===== src/verilog/shac_pkg.sv =====
package shac_pkg;

  // ********************************************************************
  // word and select sizing
  // ********************************************************************
  localparam int SHAC_WIDTH       = 8;
  localparam int SHAC_WIDTH_MIN   = 1;
  localparam int SHAC_WIDTH_MAX   = 32;
  localparam int SHAC_NUM_SEL     = 32;
  localparam int SHAC_FIFO_DEPTH  = 16;
  localparam int SHAC_CNT_BITS    = 6;

  // ********************************************************************
  // serial clock derivation
  // ********************************************************************
  localparam int SHAC_SYS_CLK_HZ  = 10_000_000;
  localparam int SHAC_SCLK_TGT_HZ = 1_000_000;
  // round the half period up so sclk never exceeds the target rate
  localparam int SHAC_HALF_DIV    = (SHAC_SYS_CLK_HZ + 2 * SHAC_SCLK_TGT_HZ - 1)
                                    / (2 * SHAC_SCLK_TGT_HZ);
  localparam int SHAC_CLK_DIV     = 2 * SHAC_HALF_DIV;
  localparam int SHAC_DIV_BITS    = 16;

  // ********************************************************************
  // reset values
  // ********************************************************************
  localparam logic SHAC_SEL_OFF   = 1'b1;
  localparam logic SHAC_SCLK_IDLE = 1'b0;

  // ********************************************************************
  // host sequencer
  // ********************************************************************
  typedef enum logic [2:0] {
    SHAC_IDLE  = 3'h0,
    SHAC_LEAD  = 3'h1,
    SHAC_SHIFT = 3'h2,
    SHAC_LAG   = 3'h3,
    SHAC_GAP   = 3'h4
  } shac_state_t;

endpackage : shac_pkg

===== src/verilog/shac_core.sv =====
`timescale 1ns/100ps

module shac_core #(
  parameter bit HOST_MODE  = 1'b1,
  parameter int WIDTH      = shac_pkg::SHAC_WIDTH,
  parameter int NUM_SEL    = shac_pkg::SHAC_NUM_SEL,
  parameter bit LSB_FIRST  = 1'b0,
  parameter int HALF_DIV   = shac_pkg::SHAC_HALF_DIV,
  parameter int FIFO_DEPTH = shac_pkg::SHAC_FIFO_DEPTH
) (
  input  wire logic               mclk,
  input  wire logic               reset_n,
  input  wire logic [WIDTH-1:0]   tx_data,
  input  wire logic               tx_valid,
  output logic                    tx_ready,
  output logic      [WIDTH-1:0]   rx_data,
  output logic                    rx_full,
  input  wire logic               rx_read,
  output logic                    rx_overrun,
  input  wire logic               overrun_clear,
  output logic                    tx_idle,
  output logic                    busy,
  input  wire logic               irq_enable,
  input  wire logic [NUM_SEL-1:0] select_mask,
  output logic                    irq,
  output logic                    sclk_out,
  output logic                    mosi_out,
  output logic      [NUM_SEL-1:0] ss_n_out,
  input  wire logic               miso_in,
  input  wire logic               sclk_in,
  input  wire logic               ss_n_in,
  input  wire logic               mosi_in,
  output logic                    miso_out
);

  localparam int CB = shac_pkg::SHAC_CNT_BITS;
  localparam int DB = shac_pkg::SHAC_DIV_BITS;
  localparam logic [CB-1:0] CNT_LAST = CB'(WIDTH - 1);
  localparam logic [CB-1:0] CNT_FULL = CB'(WIDTH);
  localparam logic [DB-1:0] DIV_LAST = DB'(HALF_DIV - 1);

  // ********************************************************************
  // bit order helpers
  // ********************************************************************
  // lsb first shifts right and enters at the top; msb first the reverse
  function automatic logic [WIDTH-1:0] shift_in(input logic [WIDTH-1:0] v,
                                                input logic             b);
    logic [WIDTH-1:0] r;
    r = '0;
    for (int i = 0; i < WIDTH; i++) begin
      if (LSB_FIRST) begin
        r[i] = (i == WIDTH - 1) ? b : v[i+1];
      end else begin
        r[i] = (i == 0) ? b : v[i-1];
      end
    end
    return r;
  endfunction : shift_in

  function automatic logic out_bit(input logic [WIDTH-1:0] v);
    return LSB_FIRST ? v[0] : v[WIDTH-1];
  endfunction : out_bit

  // ********************************************************************
  // signals
  // ********************************************************************
  logic [3:0]           sync1;
  logic [3:0]           sync2;
  logic                 sclk_prev;
  logic                 ss_prev;
  logic                 miso_s;
  logic                 sclk_s;
  logic                 ss_s;
  logic                 mosi_s;
  shac_pkg::shac_state_t state;
  logic [DB-1:0]        div_cnt;
  logic                 tick;
  logic [WIDTH-1:0]     fifo_data;
  logic                 fifo_valid;
  logic                 fifo_take;
  logic [WIDTH-1:0]     hold_data;
  logic                 hold_valid;
  logic [WIDTH-1:0]     tx_shift;
  logic [WIDTH-1:0]     rx_shift;
  logic [CB-1:0]        bit_cnt;
  logic                 load_evt;
  logic                 sample_evt;
  logic                 shift_evt;
  logic                 sample_bit;
  logic                 done_evt;

  // ********************************************************************
  // pin synchronisers
  // ********************************************************************
  // only sync2 feeds logic; the edge detectors look at sync2 and its copy
  always_ff @(posedge mclk or negedge reset_n) begin
    if (!reset_n) begin
      // sclk idles low, so a reset value of 1 would fake a rising edge
      sync1     <= 4'h4;
      sync2     <= 4'h4;
      sclk_prev <= 1'b0;
      ss_prev   <= 1'b1;
    end else begin
      sync1     <= {mosi_in, ss_n_in, sclk_in, miso_in};
      sync2     <= sync1;
      sclk_prev <= sync2[1];
      ss_prev   <= sync2[2];
    end
  end

  assign miso_s = sync2[0];
  assign sclk_s = sync2[1];
  assign ss_s   = sync2[2];
  assign mosi_s = sync2[3];

  // ********************************************************************
  // transmit buffering
  // ********************************************************************
  // holding slot frees on the load, so a new word lands mid-shift
  assign fifo_take = fifo_valid & (~hold_valid | load_evt);

  shac_fifo #(
    .WIDTH (WIDTH),
    .DEPTH (FIFO_DEPTH)
  ) u_fifo (
    .mclk      (mclk),
    .reset_n   (reset_n),
    .in_data   (tx_data),
    .in_valid  (tx_valid),
    .in_ready  (tx_ready),
    .out_data  (fifo_data),
    .out_valid (fifo_valid),
    .out_ready (fifo_take)
  );

  always_ff @(posedge mclk or negedge reset_n) begin
    if (!reset_n) begin
      hold_data  <= '0;
      hold_valid <= 1'b0;
    end else if (fifo_take) begin
      hold_data  <= fifo_data;
      hold_valid <= 1'b1;
    end else if (load_evt) begin
      hold_valid <= 1'b0;
    end
  end

  // ********************************************************************
  // host sequencer and clock divider
  // ********************************************************************
  assign tick = (div_cnt == DIV_LAST);

  always_ff @(posedge mclk or negedge reset_n) begin
    if (!reset_n) begin
      state    <= shac_pkg::SHAC_IDLE;
      div_cnt  <= '0;
      sclk_out <= shac_pkg::SHAC_SCLK_IDLE;
      ss_n_out <= {NUM_SEL{shac_pkg::SHAC_SEL_OFF}};
    end else if (HOST_MODE) begin
      div_cnt <= (tick || state == shac_pkg::SHAC_IDLE) ? '0 : div_cnt + DB'(1);
      case (state)
        shac_pkg::SHAC_IDLE: begin
          if (hold_valid) begin
            ss_n_out <= ~select_mask;
            state    <= shac_pkg::SHAC_LEAD;
          end
        end
        shac_pkg::SHAC_LEAD: begin
          if (tick) begin
            state <= shac_pkg::SHAC_SHIFT;
          end
        end
        shac_pkg::SHAC_SHIFT: begin
          if (tick) begin
            sclk_out <= ~sclk_out;
            if (sclk_out && bit_cnt == CNT_FULL) begin
              state <= shac_pkg::SHAC_LAG;
            end
          end
        end
        shac_pkg::SHAC_LAG: begin
          if (tick) begin
            ss_n_out <= {NUM_SEL{shac_pkg::SHAC_SEL_OFF}};
            state    <= shac_pkg::SHAC_GAP;
          end
        end
        shac_pkg::SHAC_GAP: begin
          // select stays high a half period before the next word
          if (tick) begin
            state <= shac_pkg::SHAC_IDLE;
          end
        end
        default: begin
          state <= shac_pkg::SHAC_IDLE;
        end
      endcase
    end
  end

  // ********************************************************************
  // shift events
  // ********************************************************************
  always_comb begin
    load_evt   = 1'b0;
    sample_evt = 1'b0;
    shift_evt  = 1'b0;
    sample_bit = 1'b0;
    if (HOST_MODE) begin
      sample_bit = miso_s;
      load_evt   = (state == shac_pkg::SHAC_IDLE) & hold_valid;
      if (state == shac_pkg::SHAC_SHIFT && tick) begin
        sample_evt = ~sclk_out;
        shift_evt  = sclk_out & (bit_cnt != CNT_FULL);
      end
    end else begin
      sample_bit = mosi_s;
      load_evt   = ~ss_s & ss_prev;
      sample_evt = ~ss_s & sclk_s & ~sclk_prev;
      shift_evt  = ~ss_s & ~sclk_s & sclk_prev & (bit_cnt != CNT_FULL);
    end
  end

  assign done_evt = sample_evt & (bit_cnt == CNT_LAST);

  // ********************************************************************
  // shift registers
  // ********************************************************************
  // an agent selected with nothing queued repeats the last holding word
  always_ff @(posedge mclk or negedge reset_n) begin
    if (!reset_n) begin
      tx_shift <= '0;
      rx_shift <= '0;
      bit_cnt  <= '0;
      mosi_out <= 1'b0;
      miso_out <= 1'b0;
    end else begin
      if (load_evt) begin
        tx_shift <= hold_data;
        bit_cnt  <= '0;
      end else if (shift_evt) begin
        tx_shift <= shift_in(tx_shift, 1'b0);
      end
      if (sample_evt) begin
        rx_shift <= shift_in(rx_shift, sample_bit);
        bit_cnt  <= bit_cnt + CB'(1);
      end
      if (load_evt || shift_evt) begin
        if (HOST_MODE) begin
          mosi_out <= out_bit(load_evt ? hold_data : shift_in(tx_shift, 1'b0));
        end else begin
          miso_out <= out_bit(load_evt ? hold_data : shift_in(tx_shift, 1'b0));
        end
      end
    end
  end

  // ********************************************************************
  // receive holding and status
  // ********************************************************************
  always_ff @(posedge mclk or negedge reset_n) begin
    if (!reset_n) begin
      rx_data <= '0;
    end else if (done_evt) begin
      rx_data <= shift_in(rx_shift, sample_bit);
    end
  end

  // new data beats a read in the same cycle
  always_ff @(posedge mclk or negedge reset_n) begin
    if (!reset_n) begin
      rx_full    <= 1'b0;
      rx_overrun <= 1'b0;
    end else begin
      if (done_evt) begin
        rx_full <= 1'b1;
      end else if (rx_read) begin
        rx_full <= 1'b0;
      end
      if (done_evt && rx_full && !rx_read) begin
        rx_overrun <= 1'b1;
      end else if (overrun_clear) begin
        rx_overrun <= 1'b0;
      end
    end
  end

  always_ff @(posedge mclk or negedge reset_n) begin
    if (!reset_n) begin
      busy    <= 1'b0;
      tx_idle <= 1'b1;
      irq     <= 1'b0;
    end else begin
      busy    <= HOST_MODE ? (state != shac_pkg::SHAC_IDLE) : ~ss_s;
      tx_idle <= ~hold_valid & ~fifo_valid;
      irq     <= irq_enable & done_evt;
    end
  end

endmodule : shac_core


===== src/verilog/shac_fifo.sv =====
`timescale 1ns/100ps

module shac_fifo #(
  parameter int WIDTH = shac_pkg::SHAC_WIDTH,
  parameter int DEPTH = shac_pkg::SHAC_FIFO_DEPTH
) (
  input  wire logic             mclk,
  input  wire logic             reset_n,
  input  wire logic [WIDTH-1:0] in_data,
  input  wire logic             in_valid,
  output logic                  in_ready,
  output logic      [WIDTH-1:0] out_data,
  output logic                  out_valid,
  input  wire logic             out_ready
);

  localparam int PW = (DEPTH > 1) ? $clog2(DEPTH) : 1;
  localparam int CW = $clog2(DEPTH + 1);
  localparam logic [PW-1:0] PTR_LAST = PW'(DEPTH - 1);
  localparam logic [CW-1:0] CNT_FULL = CW'(DEPTH);

  logic [WIDTH-1:0] mem [DEPTH];
  logic [PW-1:0]    wr_ptr;
  logic [PW-1:0]    rd_ptr;
  logic [CW-1:0]    count;
  logic [CW-1:0]    next_count;
  logic             push;
  logic             pop;

  assign push = in_valid & in_ready;
  // refill the output register whenever it is empty or being drained
  assign pop  = (count != '0) & (~out_valid | out_ready);

  always_comb begin
    next_count = count;
    if (push & ~pop) begin
      next_count = count + CW'(1);
    end else if (pop & ~push) begin
      next_count = count - CW'(1);
    end
  end

  always_ff @(posedge mclk) begin
    if (push) begin
      mem[wr_ptr] <= in_data;
    end
  end

  always_ff @(posedge mclk or negedge reset_n) begin
    if (!reset_n) begin
      wr_ptr   <= '0;
      rd_ptr   <= '0;
      count    <= '0;
      in_ready <= 1'b1;
    end else begin
      if (push) begin
        wr_ptr <= (wr_ptr == PTR_LAST) ? '0 : wr_ptr + PW'(1);
      end
      if (pop) begin
        rd_ptr <= (rd_ptr == PTR_LAST) ? '0 : rd_ptr + PW'(1);
      end
      count    <= next_count;
      in_ready <= (next_count != CNT_FULL);
    end
  end

  always_ff @(posedge mclk or negedge reset_n) begin
    if (!reset_n) begin
      out_data  <= '0;
      out_valid <= 1'b0;
    end else if (pop) begin
      out_data  <= mem[rd_ptr];
      out_valid <= 1'b1;
    end else if (out_ready) begin
      out_valid <= 1'b0;
    end
  end

endmodule : shac_fifo


===== config.mk =====
export PLATFORM = sky130hd
export DESIGN_NAME = shac_core
export DESIGN_NICKNAME = d
export VERILOG_FILES = /design/src/verilog/shac_pkg.sv /design/src/verilog/shac_core.sv /design/src/verilog/shac_fifo.sv
export SDC_FILE = /design/constraint.sdc
export NUM_CORES = 1
export LEC_CHECK = 0
export ABC_AREA = 1
export ABC_CLOCK_PERIOD_IN_PS = 4000
export BUFFER_PORTS_ARGS = -buffer_cell sky130_fd_sc_hd__buf_2
export CAP_MARGIN = 20
export CORE_UTILIZATION = 30
export DETAILED_ROUTE_END_ITERATION = 6
export HOLD_SLACK_MARGIN = 0.12
export PLACE_DENSITY = 0.5
export SLEW_MARGIN = 20
export SYNTH_ARGS = -nofsm -noshare
export SYNTH_HDL_FRONTEND = slang
export SYNTH_HIERARCHICAL = 1
export SYNTH_SLANG_ARGS = --single-unit

===== constraint.sdc =====
create_clock -name mclk -period 4 [get_ports mclk]
set_clock_uncertainty 0.2 [all_clocks]
set_input_delay 0.8 -clock mclk [delete_from_list [all_inputs] [get_ports mclk]]
set_output_delay 0.8 -clock mclk [all_outputs]
set_load 0.05 [all_outputs]

Word level (Yosys, flattened, before mapping). Memory sizes are Yosys's and may differ from the RTL's. A register that Yosys moved wholly into a read port is not among the register bits. Cells that the tools add are included.

Mux-type cells: 32. Bitwise operators: 18. Add/sub/neg operators: 6. Eq/ne operators: 17. Reductions and logical operators: 21.

Operators by type and width (number): 2-to-1 mux 32 bit (2); case mux 32 bit (2 select lines) (1); inverter 32 bit (1); 2-to-1 mux 3 bit (6); adder 16 x 1 -> 16 bit (second input constant) (1); equality test 16 x 3 -> 1 bit (second input constant) (1); 2-to-1 mux 16 bit (1); case mux 3 bit (5 select lines) (1); 2-to-1 mux 7 bit (2); nonzero test 2 bit (7); 2-to-1 mux 1 bit (12); 2-to-1 mux 6 bit (2); inequality test 2 bit (second input constant) (6); bitwise AND 1 bit (10); 2-to-1 mux 5 bit (2); adder 4 x 1 -> 4 bit (second input constant) (2); equality test 4 bit (second input constant) (2); 2-to-1 mux 4 bit (2); 2-to-1 mux 8 bit (1); adder 6 x 1 -> 6 bit (second input constant) (1); equality test 3 x 2 -> 1 bit (second input constant) (2); equality test 6 x 3 -> 1 bit (second input constant) (1); equality test 6 x 4 -> 1 bit (second input constant) (1); inequality test 6 x 4 -> 1 bit (second input constant) (1); 16 further kinds (26).

Word-level logic and storage cells: 118. Bits in writable memories: 128. Output and inout bits: 49. Memories: 1. Register bits: 112.

Memory list: u_fifo.mem (depth 16, width 8, read ports 1, clocked after memory_dff 1, wr ports 1, line shac_fifo.sv:22) `logic [WIDTH-1:0] mem [DEPTH];`.

Logic depth before layout (Yosys ltp). Gate-level depths: netlist of the first run.

Depth in word-level cells: 10. Depth in mapped cells: 17. Gate-level depth less buffers: 16.

Cells and area by module. The synthesis of the first run kept the hierarchy.

By module, submodules not included: shac_fifo (seq. area each 4420.5 sq um, instances 1, area each 6363.6 sq um, cells an instance 556); shac_core (seq. area each 2468.6 sq um, instances 1, area each 4389.2 sq um, cells an instance 491).

Worst setup path after synthesis of the first run. Ideal clock, no wire load.

Path kind: input to register. From: input port tx_valid. To: memory u_fifo/mem[12][0] (netlist name) (enable). Path buffers: 1. Arrival: 1.717 ns. Cell stages on the path: 5. Setup time: 0.370 ns. Setup slack: 1.713 ns. Cell sequence: nand2_2 > inv_1 > buf_2 > nand2_1 > nor2_1.

Word-level cells in the longest chain between the ends: 3.

Ends and longest elaborated chain: start, declared (line shac_core.sv:14) `input wire logic tx_valid,`; bitwise AND 1 bit (line shac_fifo.sv:30) `assign push = in_valid & in_ready;`; 2-to-1 mux 1 bit (line shac_fifo.sv:44) `if (push) begin`; 2-to-1 mux 1 bit (not written as such) (line shac_fifo.sv:45) `mem[wr_ptr] <= in_data;`; end, declared (line shac_fifo.sv:22).

Every way passes these cells.

Final worst setup path of the first run.
From: register state[2]. To: register u_fifo.rd_ptr[3].

Word-level cells in the longest chain between the ends: 6.

Ends and longest elaborated chain: start, declared (line shac_core.sv:75) `shac_pkg::shac_state_t state;`; start signal, assigned (line shac_core.sv:155) `state <= shac_pkg::SHAC_IDLE;`; start signal, assigned (line shac_core.sv:165) `state <= shac_pkg::SHAC_LEAD;`; start signal, assigned (line shac_core.sv:170) `state <= shac_pkg::SHAC_SHIFT;`; logical NOT 3 bit (line shac_core.sv:210) `load_evt = (state == shac_pkg::SHAC_IDLE) & hold_valid;`; bitwise AND 1 bit (line shac_core.sv:210); bitwise OR 1 bit (line shac_core.sv:120) `assign fifo_take = fifo_valid & (~hold_valid | load_evt);`; bitwise AND 1 bit (line shac_core.sv:120); bitwise OR 1 bit (line shac_fifo.sv:32) `assign pop = (count != '0) & (~out_valid | out_ready);`; bitwise AND 1 bit (line shac_fifo.sv:32); end signal, assigned (line shac_fifo.sv:60) `rd_ptr <= (rd_ptr == PTR_LAST) ? '0 : rd_ptr + PW'(1);`; end, declared (line shac_fifo.sv:24) `logic [PW-1:0] rd_ptr;`.

Every way passes these cells. A chain may end at the register's enable or synchronous reset.

==> impl_metrics.json, run 1 <==
{
  "run_status": "finished, final reports clean",
  "ys_seq_area_frac": 0.641,
  "worst_ep_arrival_time_ps": 2800,
  "dpl.cell_count": 1563,
  "fillers": 3534,
  "postcts_resize_cnt": 0,
  "worstSetupEndpointType": "register",
  "cts.reportedPaths.clkPinSlew_ps": 60,
  "slew_viol_final": 0,
  "final-instance-count-excl-fill": 1618,
  "cts.repair_timing.setup_buffer_count": 0,
  "synthCells": 1047,
  "fin_crit_ps": 2560,
  "numCtsBuffers": 29,
  "core_area_sq_um": 34900,
  "final_worst_hold_slack_ps": 147,
  "max_stage_delay_ps": 430,
  "pwr_density_cell_nw_per_um2": 580,
  "post_route_cells_drive_above_1_share": 0.206,
  "avgSynthCellArea_sq_um": 10.3,
  "cts.sink_count": 248,
  "clock_insertion_delay_worst_skew_ps": 560,
  "setup-violations-final": 0,
  "drt_drc_violations_left": 0,
  "mappedNetlistNets": 1108,
  "place.detailed.hpwl_um": 15700,
  "leakage_nw": 5.19,
  "floorplan.die_area_sq_um": 36600,
  "worst_slack_ps": 1440,
  "rsz_0062_raised_after_global_routing": "false",
  "grt_overflow": 0,
  "clock_tree.buffer_depth": 3,
  "postPlaceCellArea_sq_um": 11600,
  "detailed_route_vias_per_instance": 4.57,
  "grt_antenna_before_repair": 0,
  "seqCellArea_sq_um": 6890,
  "synth_edf_count": 128,
  "wl_per_cell_um": 15.0,
  "antenna_nets_post_route": 0,
  "syn2layout_area_growth_pct": 16.6,
  "critical_path_required_ps": 4240,
  "worst-slew-pin-transition_ps": 971,
  "nNetsFinal": 1201,
  "power_mw": 7.27,
  "synth_top_flop_cell": "edfxtp_1",
  "cap_violations": 0,
  "design.portCount": 99,
  "path_cells": "inv_2 -> nand2_2 -> nor2_2 -> inv_2 -> nand2_1 -> nand2_1 -> inv_2 -> inv_1 -> nand2_1 -> nand2_4 -> inv_2 -> nand2_1 -> a21oi_1 -> a21oi_1",
  "ys_seq_elements": 248,
  "first_iter_violations": 348,
  "timing.fmax_ghz": 0.391,
  "clk_root_buffer_cell": "clkbuf_16",
  "placement.setup.worst_slack_ps": 1040,
  "synth_async_sr_flop_share": 0.484,
  "hp-class": "reg2reg",
  "vdd.ir_drop.worst_v": 0.000334,
  "gpl.final_weighted_congestion": 0.780,
  "first_global_vias": 7025,
  "synth_cell_types": 38,
  "floorplan.initialDensity": 0.308,
  "area_of_the_mapped_netlist_sq_um": 10800,
  "timing.max_slew.rel_slack": 0.351,
  "timing_hold_violations_final": 0,
  "h_tree_levels": 1,
  "gr-usage-all-layers": 0.133,
  "area_occupied_by_multi_input_gates_sq_um": 3320,
  "timing.setup.critical_path_class": "reg2reg",
  "critical_path.startpoint_type": "register",
  "crit_path_top_delay_cell": "dfrtp_1",
  "grt_pass1_wl_um": 38600,
  "drt-pass1-iter-count": 5,
  "pin_count_of_the_biggest_net_entering_global_routing": 59,
  "cts_tree": "built",
  "route.final.wire_length_um": 24300,
  "crit_path_max_fanout": 23,
  "final_area_sq_um": 12500,
  "yosysWarningCount": 6,
  "die_height_um": 191,
  "place.port_buffers": 94,
  "placementRows": 68,
  "antenna_cells": 0,
  "final_util": 0.359,
  "die_w_um": 191,
  "setup_tns_ps": 0,
  "vias": 7402,
  "post-route-period-util": 0.640
}
[path summary, 6_finish.rpt]
kind | start | to | slack (ps) | cells past startpoint
setup / recovery | state[2] | u_fifo/rd_ptr[3] | 1440 | 14
setup reg to reg | state[2] | u_fifo/rd_ptr[3] | 1440 | 14
hold reg to reg | sync1[0] | sync2[0] | 150 | 0
max in group asynchronous | reset_n | ss_n_out[26] | 2070 | 3
hold / removal | sync1[0] | sync2[0] | 150 | 0
min in group asynchronous | reset_n | div_cnt[10] | 640 | 2
[kinds of logic (layout without fill, tap and decap cells)]
group           after synthesis  count (layout)  share of synthesized area
other cells                   1               1                   0.000349
buf+inv                     111             227                     0.0502
flops                       248             248                      0.641
compound gates              196             196                     0.0990
xor+xnor                     11              11                    0.00896
simple gates                469             469                      0.188
fa+ha+maj                    11              11                     0.0128
[flip-flops by register name (all words and copies together) (netlist names), 3 cells and up]
| register | cells |
|---|---|
| u_fifo/mem | 128 |
| div_cnt | 16 |
| rx_shift | 7 |
| u_fifo/rd_ptr | 4 |
| rx_data | 8 |
| u_fifo/wr_ptr | 4 |
| state | 3 |
| hold_data | 8 |
| ss_n_out | 32 |
| tx_shift | 7 |
| u_fifo/out_data | 8 |
| u_fifo/count | 5 |
| bit_cnt | 6 |
[critical path: cells and delay by family, from the launching register on]
kind	cells	cell delay, ps
DFF	1	430
and+or+nand+nor	7	820
buffers and inverters	5	780
AOI/OAI and AO/OA	2	230
[cells in the mapped netlist (all sizes together) (14+ instances only)]
cell	number	area, sq um
a21oi	89	483
buf	33	246
dfrtp	86	2150
dfstp	34	893
edfxtp	128	3840
inv	69	259
nand2	210	826
nand3	54	280
nor2	169	672
nor3	14	86.3
o211ai	16	120
o21ai	89	449
[report_power, final]
| part | switching [mW] | internal [mW] |
|---|---|---|
| registers | 0.181 | 2.97 |
| clock network | 1.06 | 1.45 |
| logic | 1.13 | 0.485 |
| total | 2.38 | 4.90 |
[per-layer routing]
metal  share of wire  track usage
met1            0.46        0.184
met3           0.043       0.0189
met2            0.47        0.219
met4           0.023       0.0351
met5               0            0
[final cells by class]
cell class	count	area share
Clock buffer	35	0.0613
Clock inverter	19	0.0119
Inverter	70	0.0211
Multi-Input combinational cell	688	0.265
Sequential cell	248	0.550
Tap cell	455	0.0454
Timing Repair Buffer	103	0.0453
[placed cells by master (no fill, tap or decap), types with 7 or more instances in the layout]
| cell type | instances |
|---|---|
| or2_2 | 9 |
| inv_2 | 9 |
| dfrtp_1 | 85 |
| buf_4 | 7 |
| o21ai_0 | 39 |
| dfstp_2 | 34 |
| clkbuf_16 | 29 |
| nor3_1 | 12 |
| nand2_2 | 9 |
| xor2_1 | 9 |
| inv_1 | 59 |
| o211ai_1 | 16 |
| a21oi_1 | 79 |
| nor2_1 | 160 |
| nand4_1 | 7 |
| nand2_1 | 199 |
| o21ai_1 | 49 |
| a21oi_2 | 10 |
| nand3_1 | 52 |
| buf_2 | 93 |
| edfxtp_1 | 128 |
| ha_1 | 11 |
| clkinv_2 | 9 |
[what timing repair did]
action,CTS,global route
hold endpoints to repair,21,0
hold buffers,1,0
endpoints found under the setup margin,0,0
Note: power is estimated with default switching activity, not from simulation.
==> run 2: changes to the inputs <==
--- a/config.mk
+++ b/config.mk
@@ -6,13 +6,13 @@
 export NUM_CORES = 1
 export LEC_CHECK = 0
 export ABC_AREA = 1
-export ABC_CLOCK_PERIOD_IN_PS = 4000
+export ABC_CLOCK_PERIOD_IN_PS = 2100
 export BUFFER_PORTS_ARGS = -buffer_cell sky130_fd_sc_hd__buf_2
 export CAP_MARGIN = 20
 export CORE_UTILIZATION = 30
 export DETAILED_ROUTE_END_ITERATION = 6
 export HOLD_SLACK_MARGIN = 0.12
-export PLACE_DENSITY = 0.5
+export PLACE_DENSITY = 0.52
 export SLEW_MARGIN = 20
 export SYNTH_ARGS = -nofsm -noshare
 export SYNTH_HDL_FRONTEND = slang
==> constraint.sdc (replaced) <==
create_clock -name mclk -period 2.1 [get_ports mclk]
set_clock_uncertainty 0.2 [all_clocks]
set_input_delay 0.42 -clock mclk [delete_from_list [all_inputs] [get_ports mclk]]
set_output_delay 0.42 -clock mclk [all_outputs]
set_load 0.05 [all_outputs]
==> run 2 against run 1 <==
Against the previous run:
- power up 95%
- sequential power up 89%
- critical path depth down 13
- critical endpoint is now ss_n_out[2]
==> impl_metrics.json, run 2 (synthesized netlist as in run 1, its figures left out) <==
{
  "run_status": "finished, final reports clean",
  "cts_tree": "built",
  "pwr_density_cell_nw_per_um2": 1060,
  "switchingPower_mw": 4.51,
  "detailed_route_vias_per_instance": 4.52,
  "timing_hold_violations_final": 0,
  "vias": 7677,
  "worst_slack_ps": 144,
  "hp-class": "in2reg",
  "wl_per_cell_um": 14.6,
  "cellInternalPower_mw": 9.65,
  "place.detailed.hpwl_um": 16100,
  "worstSetupEndpointType": "output pin",
  "antenna_nets_post_route": 0,
  "floorplan.initialDensity": 0.308,
  "first_global_vias": 7562,
  "grt_overflow": 0,
  "numCtsBuffers": 27,
  "h_tree_levels": 1,
  "max_reg_flops": 128,
  "post_route_cells_drive_above_1_share": 0.225,
  "post-route-period-util": 0.931,
  "placement.setup.worst_slack_ps": 2.95,
  "gpl.final_weighted_congestion": 0.803,
  "die_height_um": 191,
  "final-instance-count-excl-fill": 1697,
  "syn2layout_area_growth_pct": 24.5,
  "grt_pass1_wl_um": 39600,
  "place.port_buffers": 94,
  "dpl.cell_count": 1603,
  "final_area_sq_um": 13400,
  "timing.fmax_ghz": 0.511,
  "gr-usage-all-layers": 0.136,
  "crit_path_top_delay_cell": "dfstp_2",
  "cap_violations": 0,
  "cts.reportedPaths.clkPinSlew_ps": 60,
  "placementRows": 68,
  "crit_path_max_fanout": 2,
  "swShare": 0.318,
  "vdd.ir_drop.worst_v": 0.000653,
  "timing.setup.critical_path_class": "reg2out",
  "antenna_cells": 0,
  "first_iter_violations": 408,
  "critical_path.top_delay_family": "flip-flops",
  "critical_path_required_ps": 1480,
  "setup-violations-final": 0,
  "drt_drc_violations_left": 0,
  "mostFrequentLayoutCell": "nand2_1",
  "path_cells": "buf_2",
  "nNetsFinal": 1283,
  "power.sequential.fraction": 0.419,
  "critical_path.startpoint_type": "register",
  "route.final.wire_length_um": 24800,
  "clock_power_share": 0.334,
  "clock_tree.buffer_depth": 3,
  "fin_crit_ps": 1960,
  "setup_tns_ps": 0,
  "power_mw": 14.2,
  "crit_buf_inv": 1,
  "floorplan.die_area_sq_um": 36600,
  "worst_ep_arrival_time_ps": 1340,
  "reg.largest.list": "u_fifo/mem x128, ss_n_out x32, div_cnt x16",
  "design.portCount": 99,
  "regMostFlops": "u_fifo/mem",
  "leakage_nw": 5.60,
  "pin_count_of_the_biggest_net_entering_global_routing": 61,
  "pwr-share-comb": 0.247,
  "most-common-layout-cells": "nand2_1 (196), nor2_1 (158), edfxtp_1 (128)",
  "clk_root_buffer_cell": "clkbuf_16",
  "drt-pass1-iter-count": 5,
  "postPlaceCellArea_sq_um": 12000,
  "slew_viol_final": 0,
  "die_w_um": 191,
  "max_stage_delay_ps": 540,
  "core_area_sq_um": 34900,
  "grt_antenna_before_repair": 0,
  "clock_insertion_delay_worst_skew_ps": 540,
  "cts.sink_count": 248
}
==> run 2: through the flow <==
step | util | hold slack [ps]
6_report | 0.384 | 145
3_5_place_dp | 0.344 | 135
5_1_grt | 0.384 | 165
2_1_floorplan | - | -75.6
3_3_place_gp | 0.344 | 133
4_1_cts | 0.382 | 141
==> run 2: cell type report <==
class	count	area [sq um]
Tap cell	455	569
Inverter	70	268
Timing Repair Buffer	187	1400
Clock inverter	13	118
Sequential cell	248	6890
Multi-Input combinational cell	688	3370
Fill cell	3473	21500
Clock buffer	36	772
==> run 2: power by group through the flow <==
stage                     logic, mW  clock network [mW]  registers [mW]
after global placement         3.39                   0            6.02
after global routing           3.90                5.06            5.99
after detailed placement       3.41                   0            6.03
final                          3.50                4.72            5.94
after floorplan                2.21                   0            6.06
after CTS                      3.50                4.87            5.94
==> run 2: worst paths after layout <==
check	slack [ps]	from	depth (start not counted)	end
max reg2reg	150	u_fifo/rd_ptr[0]	6	u_fifo/out_data[3]
max in group asynchronous	890	reset_n	3	ss_n_out[22]
min in group asynchronous	170	reset_n	2	div_cnt[11]
min	140	tx_valid	4	u_fifo/wr_ptr[0]
min reg2reg	150	sync1[0]	0	sync2[0]
max	140	ss_n_out[2]	1	ss_n_out[2]
==> run 2: layer usage <==
metal  GRT usage  part of all wire  vias to the layer above
met3      0.0239             0.037                       44
met4      0.0388             0.023                        0
met1       0.186              0.47                     3631
met2       0.221              0.47                      133
li1            -                 -                     3869
met5           0                 0                        -
==> run 2: repair_timing <==
item	in CTS	in global routing
gates resized for setup	1	10
setup endpoints to repair	1	9
hold buffers	45	0
pin swaps	0	1
buffers inserted	0	0
hold endpoints to repair	253	0
==> run 3: changes to the inputs <==
--- a/config.mk
+++ b/config.mk
@@ -10,6 +10,7 @@
 export BUFFER_PORTS_ARGS = -buffer_cell sky130_fd_sc_hd__buf_2
 export CAP_MARGIN = 20
 export CORE_UTILIZATION = 30
+export CTS_BUF_LIST = sky130_fd_sc_hd__clkbuf_8
 export DETAILED_ROUTE_END_ITERATION = 6
 export HOLD_SLACK_MARGIN = 0.12
 export PLACE_DENSITY = 0.52
==> run 3 against run 2 <==
Against the previous run:
- register-to-register slack barely moved
- routed wire length is 2.4% higher
- critical endpoint is now ss_n_out[13]
- die area did not move
- highest routed layer unchanged
- sequential share of layout area grew 0.47 points
==> impl_metrics.json, run 3 (synthesized netlist as in run 1, its figures left out) <==
{
  "most-common-layout-cells": "nand2_1 (197), nor2_1 (158), edfxtp_1 (128)",
  "reg.largest.list": "u_fifo/mem x128, ss_n_out x32, div_cnt x16",
  "nNetsFinal": 1301,
  "post_route_cells_drive_above_1_share": 0.225,
  "setup-violations-final": 0,
  "final_area_sq_um": 13300,
  "detailed_route_vias_per_instance": 4.51,
  "pwr_density_cell_nw_per_um2": 1010,
  "setup_tns_ps": 0,
  "power_mw": 13.4,
  "hold_path_end": "sync2[0]",
  "hold_path_startpoint": "sync1[0]",
  "core_area_sq_um": 34900,
  "switchingPower_mw": 4.56,
  "leakage_nw": 5.64,
  "placementRows": 68,
  "wl_per_cell_um": 14.7,
  "clock_tree.buffer_depth": 3,
  "die_height_um": 191,
  "cts_tree": "built",
  "clk_root_buffer_cell": "clkbuf_8",
  "pwr-share-comb": 0.262,
  "critical_path_required_ps": 1480,
  "gpl.final_weighted_congestion": 0.803,
  "route.final.wire_length_um": 25300,
  "cellInternalPower_mw": 8.79,
  "place.detailed.hpwl_um": 16100,
  "r2r_cells": 14,
  "regMostFlops": "u_fifo/mem",
  "numCtsBuffers": 42,
  "placement.setup.worst_slack_ps": 2.95,
  "postPlaceCellArea_sq_um": 12000,
  "rr_startpoint": "state[2]",
  "power.sequential.fraction": 0.444,
  "drt_drc_violations_left": 0,
  "grt_overflow": 0,
  "first_global_vias": 7797,
  "worstSetupEndpointType": "output pin",
  "reg2reg_setup_slack_ps": 160,
  "slew_viol_final": 0,
  "grt_pass1_wl_um": 40500,
  "worst_ep_arrival_time_ps": 1360,
  "floorplan.initialDensity": 0.308,
  "vdd.ir_drop.worst_v": 0.000543,
  "critical_path.top_delay_family": "flip-flops",
  "worstHoldPathCells": 0,
  "timing.setup.critical_path_class": "reg2out",
  "clock_power_share": 0.294,
  "syn2layout_area_growth_pct": 23.4,
  "gr-usage-all-layers": 0.140,
  "worst_slack_ps": 117,
  "pin_count_of_the_biggest_net_entering_global_routing": 61,
  "cap_violations": 0,
  "swShare": 0.342,
  "crit_buf_inv": 1,
  "mostFrequentLayoutCell": "nand2_1",
  "hp-class": "reg2reg",
  "max_reg_flops": 128,
  "crit_path_max_fanout": 2,
  "clock_insertion_delay_worst_skew_ps": 570,
  "design.portCount": 99,
  "vias": 7786,
  "drt-pass1-iter-count": 5,
  "critical_path.startpoint_type": "register",
  "cts.reportedPaths.clkPinSlew_ps": 60,
  "rr_endpoint": "u_fifo/rd_ptr[3]",
  "max_stage_delay_ps": 530,
  "die_w_um": 191,
  "path_cells": "buf_2",
  "place.port_buffers": 94,
  "floorplan.die_area_sq_um": 36600,
  "post-route-period-util": 0.944,
  "antenna_nets_post_route": 0,
  "grt_antenna_before_repair": 0,
  "antenna_cells": 0,
  "crit_path_top_delay_cell": "dfstp_2",
  "timing.fmax_ghz": 0.504,
  "cts.sink_count": 248,
  "first_iter_violations": 412,
  "run_status": "finished, final reports clean",
  "rsz_0062_raised_after_global_routing": "true",
  "h_tree_levels": 2,
  "fin_crit_ps": 1980,
  "timing_hold_violations_final": 0
}
-- run 3: how the worst max path moves through the flow --
stage                                from                 to  slack [ps]  depth (start not counted)
after CTS                        state[2]    u_fifo/in_ready          70                         16
after floorplan           u_fifo/in_ready  u_fifo/mem[12][0]        -130                          5
after detailed placement         state[2]   u_fifo/rd_ptr[3]           3                         14
after global placement           state[2]   u_fifo/rd_ptr[3]          20                         14
final                        ss_n_out[13]       ss_n_out[13]         120                          1
after global routing             state[2]    u_fifo/in_ready         -30                         16
-- run 3: final cells by class --
| type | instances | area (sq um) |
|---|---|---|
| clock buffers | 44 | 606 |
| inverters | 70 | 268 |
| clock inverters | 33 | 148 |
| repair buffers | 190 | 1430 |
| well taps | 455 | 569 |
| flip-flops and latches | 248 | 6890 |
| multi-input cells | 688 | 3350 |
| fillers | 3500 | 21600 |
-- run 3: power groups by stage --
stage	Clock (mW)	Combinational [mW]	Sequential, mW
5_1_grt	4.31	3.91	5.99
2_1_floorplan	0	2.21	6.06
6_report	3.93	3.49	5.93
3_3_place_gp	0	3.39	6.02
4_1_cts	4.09	3.50	5.94
3_5_place_dp	0	3.41	6.03
-- run 3: what timing repair did --
action,4_1_cts,5_1_grt
setup buffers,0,0
pin swaps,0,1
endpoints found under the setup margin,1,10
resized for setup,1,8
endpoints found under the hold margin,254,0
hold buffers,48,0
-- run 3: metal layers --
layer  wire length, um  track usage
met1             11900        0.188
met5                 0            0
met3              1190       0.0294
met2             11800        0.225
met4               472       0.0458
-- run 3: through the flow --
stage	cells	utilization	hold slack [ps]
finish	1728	0.380	148
global route	1728	0.380	170
CTS	1728	0.379	149
detailed placement	1603	0.344	135
global placement	1603	0.344	133
floorplan	1047	-	-75.6
